===== src/rtl/cpt_defines.svh =====
// Constants for the cable power transmitter controller
`ifndef CPT_DEFINES_SVH
`define CPT_DEFINES_SVH

`define CPT_CLK_HZ          100000000
`define CPT_AVG_WIN_MS      300
`define CPT_AVG_WIN_CYC     ((`CPT_CLK_HZ / 1000) * `CPT_AVG_WIN_MS)
`define CPT_MIN_CURRENT_MA  8
`define CPT_DROP_MS         20
`define CPT_DROP_CYC        ((`CPT_CLK_HZ / 1000) * `CPT_DROP_MS + 1)
`define CPT_RETRY_CYC       1000
`define CPT_DETECT_TMO_CYC  100000
`define CPT_CUR_W           12
`define CPT_CNT_W           32
`define CPT_ACC_W           48
`define CPT_NCONN           4
`define CPT_TRIG_CONN       0
`define CPT_CFG_OFF         1'h0
`define CPT_CFG_AUTO        1'h1
`define CPT_RUN_OFF         2'h0
`define CPT_RUN_ON          2'h1
`define CPT_RUN_TRIPPED     2'h2

`endif


===== src/rtl/cpt_pkg.sv =====
// Types for the cable power transmitter controller
`default_nettype none
`include "cpt_defines.svh"
package cpt_pkg;
   typedef enum logic [1:0] {
      CPT_OFF,
      CPT_DETECT,
      CPT_POWERED,
      CPT_TRIPPED
   } cpt_state_t;

   // Commands from software, one-cycle pulses
   typedef struct packed {
      logic auto_power_cmd;
      logic power_off_cmd;
      logic trip_clear_cmd;
   } cpt_cmd_t;

   // Live signals from the analog front end
   typedef struct packed {
      logic                   detect_done;
      logic                   detect_ok;
      logic                   vout_dropped;
      logic [`CPT_CUR_W-1:0]  iout_ma;
   } cpt_sense_t;
endpackage
`default_nettype wire


===== src/rtl/cpt_conn.sv =====
// One connection's power transmitter state machine
`default_nettype none
`include "cpt_defines.svh"
module cpt_conn (
   input  wire logic              mclk,
   input  wire logic              rst_n,
   input  wire cpt_pkg::cpt_cmd_t cmd,
   input  wire cpt_pkg::cpt_sense_t sense,
   input  wire logic              supply_ok,
   input  wire logic [`CPT_CNT_W-1:0] retry_cycles,
   output logic                   switch_closed,
   output logic                   detect_start,
   output logic                   power_config_state,
   output logic [1:0]             power_run_state
);
   typedef struct packed {
      cpt_pkg::cpt_state_t       st;
      logic                      cfg;
      logic [`CPT_CNT_W-1:0]     wait_cnt;
      logic [`CPT_CNT_W-1:0]     drop_cnt;
      logic [`CPT_CNT_W-1:0]     win_cnt;
      logic [`CPT_ACC_W-1:0]     acc;
      logic                      running;
      logic                      sw;
      logic                      start;
      logic [1:0]                run;
   } cpt_conn_state_t;

   cpt_conn_state_t s;
   cpt_conn_state_t next_s;

   logic [`CPT_ACC_W-1:0] thresh;
   assign thresh = `CPT_ACC_W'(`CPT_AVG_WIN_CYC) * `CPT_ACC_W'(`CPT_MIN_CURRENT_MA);

   always_comb begin
      next_s       = s;
      next_s.start = 1'b0;
      case (s.st)
         cpt_pkg::CPT_OFF: begin
            next_s.sw = 1'b0;
            if (cmd.auto_power_cmd) begin
               next_s.st      = cpt_pkg::CPT_DETECT;
               next_s.cfg     = `CPT_CFG_AUTO;
               next_s.start   = 1'b1;
               next_s.running = 1'b1;
               next_s.wait_cnt = '0;
            end
         end
         cpt_pkg::CPT_DETECT: begin
            next_s.sw = 1'b0;
            if (cmd.power_off_cmd) begin
               next_s.st  = cpt_pkg::CPT_OFF;
               next_s.cfg = `CPT_CFG_OFF;
            end else if (!s.running) begin
               // Retry gap before the next attempt
               if (s.wait_cnt >= retry_cycles) begin
                  next_s.start   = 1'b1;
                  next_s.running = 1'b1;
                  next_s.wait_cnt = '0;
               end else begin
                  next_s.wait_cnt = s.wait_cnt + `CPT_CNT_W'(1);
               end
            end else if (sense.detect_done) begin
               next_s.running = 1'b0;
               if (sense.detect_ok && supply_ok) begin
                  next_s.st       = cpt_pkg::CPT_POWERED;
                  next_s.sw       = 1'b1;
                  next_s.drop_cnt = '0;
                  next_s.win_cnt  = '0;
                  next_s.acc      = '0;
               end
            end
         end
         cpt_pkg::CPT_POWERED: begin
            next_s.acc     = s.acc + `CPT_ACC_W'(sense.iout_ma);
            next_s.win_cnt = s.win_cnt + `CPT_CNT_W'(1);
            next_s.drop_cnt = sense.vout_dropped ? s.drop_cnt + `CPT_CNT_W'(1) : '0;
            if (cmd.power_off_cmd) begin
               next_s.st  = cpt_pkg::CPT_OFF;
               next_s.cfg = `CPT_CFG_OFF;
               next_s.sw  = 1'b0;
            end else if (s.drop_cnt >= `CPT_CNT_W'(`CPT_DROP_CYC)) begin
               next_s.st = cpt_pkg::CPT_TRIPPED;
               next_s.sw = 1'b0;
            end else if (!supply_ok) begin
               next_s.st = cpt_pkg::CPT_DETECT;
               next_s.sw = 1'b0;
               next_s.running = 1'b0;
               next_s.wait_cnt = '0;
            end else if (s.win_cnt == `CPT_CNT_W'(`CPT_AVG_WIN_CYC - 1)) begin
               // Judge the full window sum before the accumulator restarts
               if (next_s.acc < thresh) begin
                  next_s.st = cpt_pkg::CPT_DETECT;
                  next_s.sw = 1'b0;
                  next_s.running = 1'b0;
                  next_s.wait_cnt = '0;
               end
               next_s.win_cnt = '0;
               next_s.acc     = '0;
            end
         end
         cpt_pkg::CPT_TRIPPED: begin
            next_s.sw = 1'b0;
            if (cmd.power_off_cmd) begin
               next_s.st  = cpt_pkg::CPT_OFF;
               next_s.cfg = `CPT_CFG_OFF;
            end else if (cmd.trip_clear_cmd) begin
               next_s.st       = cpt_pkg::CPT_DETECT;
               next_s.running  = 1'b0;
               next_s.wait_cnt = '0;
            end
         end
         default: next_s.st = cpt_pkg::CPT_OFF;
      endcase
      if (next_s.st == cpt_pkg::CPT_TRIPPED) begin
         next_s.run = `CPT_RUN_TRIPPED;
      end else if (next_s.st == cpt_pkg::CPT_POWERED) begin
         next_s.run = `CPT_RUN_ON;
      end else begin
         next_s.run = `CPT_RUN_OFF;
      end
   end

   // Powered-up state is auto and detecting
   always_ff @(posedge mclk or negedge rst_n) begin
      if (!rst_n) begin
         s          <= '0;
         s.st       <= cpt_pkg::CPT_DETECT;
         s.cfg      <= `CPT_CFG_AUTO;
      end else begin
         s <= next_s;
      end
   end

   assign switch_closed      = s.sw;
   assign detect_start       = s.start;
   assign power_config_state = s.cfg;
   assign power_run_state    = s.run;
endmodule
`default_nettype wire


===== src/rtl/cpt_top.sv =====
// Cable power transmitter controller, all connections
`default_nettype none
`include "cpt_defines.svh"
module cpt_top (
   input  wire logic                               mclk,
   input  wire logic                               rst_n,
   input  wire cpt_pkg::cpt_cmd_t [`CPT_NCONN-1:0] cmd,
   input  wire cpt_pkg::cpt_sense_t [`CPT_NCONN-1:0] sense,
   input  wire logic                               aux_supply_connected,
   input  wire logic                               supply_input_ok,
   input  wire logic [`CPT_CNT_W-1:0]              retry_cycles,
   input  wire logic                               host_trigger,
   output logic [`CPT_NCONN-1:0]                   switch_closed,
   output logic [`CPT_NCONN-1:0]                   detect_start,
   output logic [`CPT_NCONN-1:0]                   power_config_state,
   output logic [2*`CPT_NCONN-1:0]                 power_run_state,
   output logic                                    trigger_out
);
   // Supply pins come from outside; two flops before use
   logic [1:0] aux_sync;
   logic [1:0] ok_sync;
   logic       trig_meta;
   logic       trig_sync;
   logic       supply_ok;

   always_ff @(posedge mclk or negedge rst_n) begin
      if (!rst_n) begin
         aux_sync    <= 2'h0;
         ok_sync     <= 2'h0;
         trig_meta   <= 1'h0;
         trig_sync   <= 1'h0;
         trigger_out <= 1'h0;
      end else begin
         aux_sync    <= {aux_sync[0], aux_supply_connected};
         ok_sync     <= {ok_sync[0], supply_input_ok};
         trig_meta   <= host_trigger;
         trig_sync   <= trig_meta;
         // Host-to-camera direction only, connection 0 only
         trigger_out <= trig_sync;
      end
   end

   assign supply_ok = aux_sync[1] & ok_sync[1];

   genvar i;
   generate
      for (i = 0; i < `CPT_NCONN; i = i + 1) begin : g_conn
         cpt_conn u_conn (
            .mclk               (mclk),
            .rst_n              (rst_n),
            .cmd                (cmd[i]),
            .sense              (sense[i]),
            .supply_ok          (supply_ok),
            .retry_cycles       (retry_cycles),
            .switch_closed      (switch_closed[i]),
            .detect_start       (detect_start[i]),
            .power_config_state (power_config_state[i]),
            .power_run_state    (power_run_state[2*i+1:2*i])
         );
      end
   endgenerate
endmodule
`default_nettype wire


===== config.mk =====
export PLATFORM = sky130hd
export DESIGN_NAME = cpt_top
export DESIGN_NICKNAME = d
export VERILOG_FILES = /design/src/rtl/cpt_pkg.sv /design/src/rtl/cpt_conn.sv /design/src/rtl/cpt_top.sv
export VERILOG_INCLUDE_DIRS = /design/src /design/src/rtl
export SDC_FILE = /design/constraint.sdc
export NUM_CORES = 2
export LEC_CHECK = 0
export BUFFER_PORTS_ARGS = -buffer_cell sky130_fd_sc_hd__buf_2
export CORE_MARGIN = 2
export CORE_UTILIZATION = 45
export CTS_CLUSTER_DIAMETER = 100
export DETAILED_ROUTE_END_ITERATION = 6
export SLEW_MARGIN = 15
export SYNTH_ARGS = -nofsm -noshare
export SYNTH_HDL_FRONTEND = slang
export SYNTH_SLANG_ARGS = --single-unit

===== constraint.sdc =====
create_clock -name mclk -period 4.75 [get_ports mclk]
set_clock_uncertainty 0.1 [all_clocks]
set_input_delay 0.95 -clock mclk [delete_from_list [all_inputs] [get_ports mclk]]
set_output_delay 0.95 -clock mclk [all_outputs]
set_load 0.05 [all_outputs]

==> results.py <==
metrics = {
    "run_status": {
        "status": "finished, final reports clean",
    },
    "routing": {
        "routed.top_layer": "met5",
        "drc": 0,
        "drt_pass1_iterations": 5,
        "ant_nets": 0,
        "drtIter0Drc": 2724,
        "vias_per_cell": 5.97,
        "met3_length_um": 5220,
        "vias": 38385,
        "wl_um": 114000,
        "wl_per_cell_um": 17.7,
        "route.met2.wl_um": 51000,
        "met1_length_um": 55200,
    },
    "run": {
        "max-cap-violations": 0,
    },
    "critical_path": {
        "cpMaxStageDelayCell": "or3_1",
        "arrival_ns": 4.74,
        "worst_ep_required_time_ns": 5.16,
        "worstPathCellList": "buf_2 > ha_1 > inv_1 > fa_1 > nand2b_1 > a21oi_1 > o21a_1 > o2111a_1 > mux2_1 > mux2_2 > or3_1 > nor4_2 > a21oi_1 > or2_1 > buf_12 > a21o_1",
        "cpMostUsedCell": "a21oi_1",
        "r2r_cells": 15,
        "r2r_slack_ns": 0.44,
        "critPathCaptureType": "flop",
        "slowest_delay_ns": 0.41,
        "r2r_end": "g_conn[3].u_conn.s[138]$_DFFE_PN0P_",
        "timing.rr.start": "g_conn[3].u_conn.s[5]$_DFFE_PN0P_",
        "critPathMaxFanout": 32,
        "start_kind": "input port",
        "worstSetupPathType": "input port to flop",
    },
    "logic_synthesis": {
        "synth_warnings": 0,
        "synth_area_leaders": "dfrtp_1, o21ai_0, nand2_1",
        "ys_types": 88,
        "yosysTopAreaCellShare_pct": 37.0,
        "synth_ff_type": "dfrtp_1",
        "synth_async_sr_flop_share_pct": 100,
        "ys_seq_area_share_pct": 37.5,
        "syn-num-nets": 5357,
        "avgSynthCellArea_sq_um": 8.14,
        "netlist_area_sq_um": 41100,
        "ys_seq_elements": 615,
        "syn_inst": 5048,
        "synth_edf_count": 0,
        "synth_common_cells": "nand2_1, o21ai_0, dfrtp_1",
        "synth.most_common_cell": "nand2_1",
        "synth.largest_area_cell": "dfrtp_1",
    },
    "place": {
        "finalWeightedCongestion": 0.879,
        "portBuffers": 129,
        "place_area_sq_um": 44000,
        "hpwlAfterDp_um": 77800,
    },
    "global_routing": {
        "grt_max_degree": 93,
        "grt_pass1_vias": 36344,
        "antenna_found_initial": 3,
        "grt.overflow.total": 0,
        "grt_pass1_wl_um": 191000,
        "grtUsageTotal_pct": 24.2,
    },
    "power": {
        "seqPwrFrac_pct": 37.8,
        "total_leakage_power_nw": 20.5,
        "p_switching_mw": 4.83,
        "switching_share_pct": 31.4,
        "vdd_drop_max_v": 0.000316,
        "power.total_mw": 15.4,
        "pwr-share-comb_pct": 22.6,
        "p_int_mw": 10.6,
        "pwr_density_cell_nw_per_um2": 330,
        "pwr-share-clk_pct": 39.7,
    },
    "sta": {
        "hold_viol": 0,
        "slew_headroom_pct": 27.1,
        "max_freq_mhz": 231,
        "setup_viol": 0,
        "period_minus_slack_ns": 4.33,
        "setup-tns-final_ns": 0,
        "fin_crit_sh_pct": 91.2,
        "rsz0062_at_grt": "no",
        "slew_viol_final": 0,
        "worstMarginPinSlew_ns": 1.09,
    },
    "layout": {
        "fillerInstances": 8686,
        "register_area_sq_um": 15400,
        "fin_nets": 5507,
        "syn_to_final_growth_pct": 13.3,
        "layout-drive-gt1-share_pct": 9.97,
        "multi_input_area_sq_um": 24300,
        "fin_area_sq_um": 46600,
    },
    "clock_tree": {
        "cts_setup_buffers": 0,
        "cts_tree": "yes",
        "clockBufferDepth": 3,
        "clk_pin_slew_worst_paths_ns": 0.06,
        "cts_resized": 0,
        "insertion_delay_ns": 0.64,
        "clkSinkCount": 615,
        "cts_buffers": 76,
        "cts_hold_repair.buffers": 0,
        "cts.root.buffer_cell": "clkbuf_16",
        "htreeDepth": 3,
    },
    "die": {
        "core-area_sq_um": 90300,
        "chipHeight_um": 306,
        "die_w_um": 306,
        "start_util_pct": 45.5,
        "std_cell_rows": 110,
        "ios": 130,
        "dieArea_sq_um": 93800,
    },
    "worst_hold_path": {
        "hp-class": "input port to async pin",
    },
}
## power by group through the flow
stage               clock network (mW)  registers [mW]  logic, mW
finish                            6.11            5.82       3.47
global route                      6.47            5.87       3.91
CTS                               6.26            5.81       3.49
detailed placement                   0            5.90       3.47
global placement                     0            5.89       3.44
floorplan                            0            5.81       2.34
## routing by layer
layer  global-route usage, %  vias up
li1                        -    18968
met1                    34.7    18484
met2                    38.6      781
met3                    3.39      150
met4                    5.81        2
met5                       0        -
## through the flow
stage          hold slack [ns]  instances  worst slack [ns]  utilization [%]
3_3_place_gp             0.235       6296            -0.153             48.7
3_5_place_dp             0.240       6296            -0.208             48.7
4_1_cts                  0.235       6430             0.434             51.6
6_report                 0.230       6431             0.418             51.6
2_1_floorplan            0.231       5048            0.0665                -
5_1_grt                  0.255       6430             0.154             51.6
## worst max-delay path, delay by kind of cell
kind / cells / cell delay (ns)
buffers and inverters: 3 / 0.31
and+or+nand+nor: 4 / 1.27
AOI/OAI and AO/OA: 5 / 1.07
muxes: 2 / 0.59
adders and majority gates: 2 / 0.53
## how the worst max path moves through the flow
stage | start | end | slack (ns) | cells after the start
2_1_floorplan | sense[0] | g_conn[0].u_conn.s[122]$_DFFE_PN0P_ | 0.07 | 16
3_3_place_gp | sense[54] | g_conn[3].u_conn.s[122]$_DFFE_PN0P_ | -0.15 | 14
3_5_place_dp | sense[45] | g_conn[3].u_conn.s[122]$_DFFE_PN0P_ | -0.21 | 16
6_report | sense[45] | g_conn[3].u_conn.s[138]$_DFFE_PN0P_ | 0.42 | 16
4_1_cts | g_conn[3].u_conn.s[5]$_DFFE_PN0P_ | g_conn[3].u_conn.s[138]$_DFFE_PN0P_ | 0.43 | 15
5_1_grt | sense[30] | g_conn[2].u_conn.switch_closed$_DFFE_PN0P_ | 0.15 | 16
## final cells by class
class                           instances  share of cell area [%]
Multi-Input combinational cell       4044                    52.1
Sequential cell                       615                    33.1
Timing Repair Buffer                  334                    5.11
Clock buffer                          111                    4.80
Tap cell                             1176                    3.16
Inverter                              127                    1.02
Clock inverter                         23                   0.774
Antenna cell                            1                 0.00537
## registers in the layout, indices dropped and copies added, names as in the netlist
register,flops
g_conn.u_conn.power_config_state,4
trigger_out,1
trig_sync,1
g_conn.u_conn.detect_start,4
aux_sync,2
g_conn.u_conn.switch_closed,4
g_conn.u_conn.power_run_state,8
ok_sync,2
trig_meta,1
g_conn.u_conn.s,588
## cell families after synthesis
| logic type | count (synthesis) | share of synthesized area [%] |
|---|---|---|
| mux | 20 | 0.502 |
| xor+xnor | 126 | 2.69 |
| flops | 615 | 37.5 |
| compound gates | 1570 | 23.7 |
| fa+ha+maj | 200 | 6.16 |
| simple gates | 2128 | 25.7 |
| buf+inv | 389 | 3.81 |
## layout by cell type, fill, tap and decap left out, drive strengths merged, types with 28 or more instances in the layout
cell type	n
o31ai	121
or4	29
a211oi	29
nand4	119
nand2	712
and3	166
buf	334
or2	29
inv	130
nor4	71
dfrtp	607
a21oi	263
a21o	106
clkbuf	111
nand2b	62
a31oi	81
and2	54
nor3	163
xor2	75
or3	41
nand3	306
and4	28
a22o	32
ha	196
o41ai	28
xnor2	51
o2bb2ai	51
o21ai	664
nor2	262
Power figures use the tool's default switching activity.
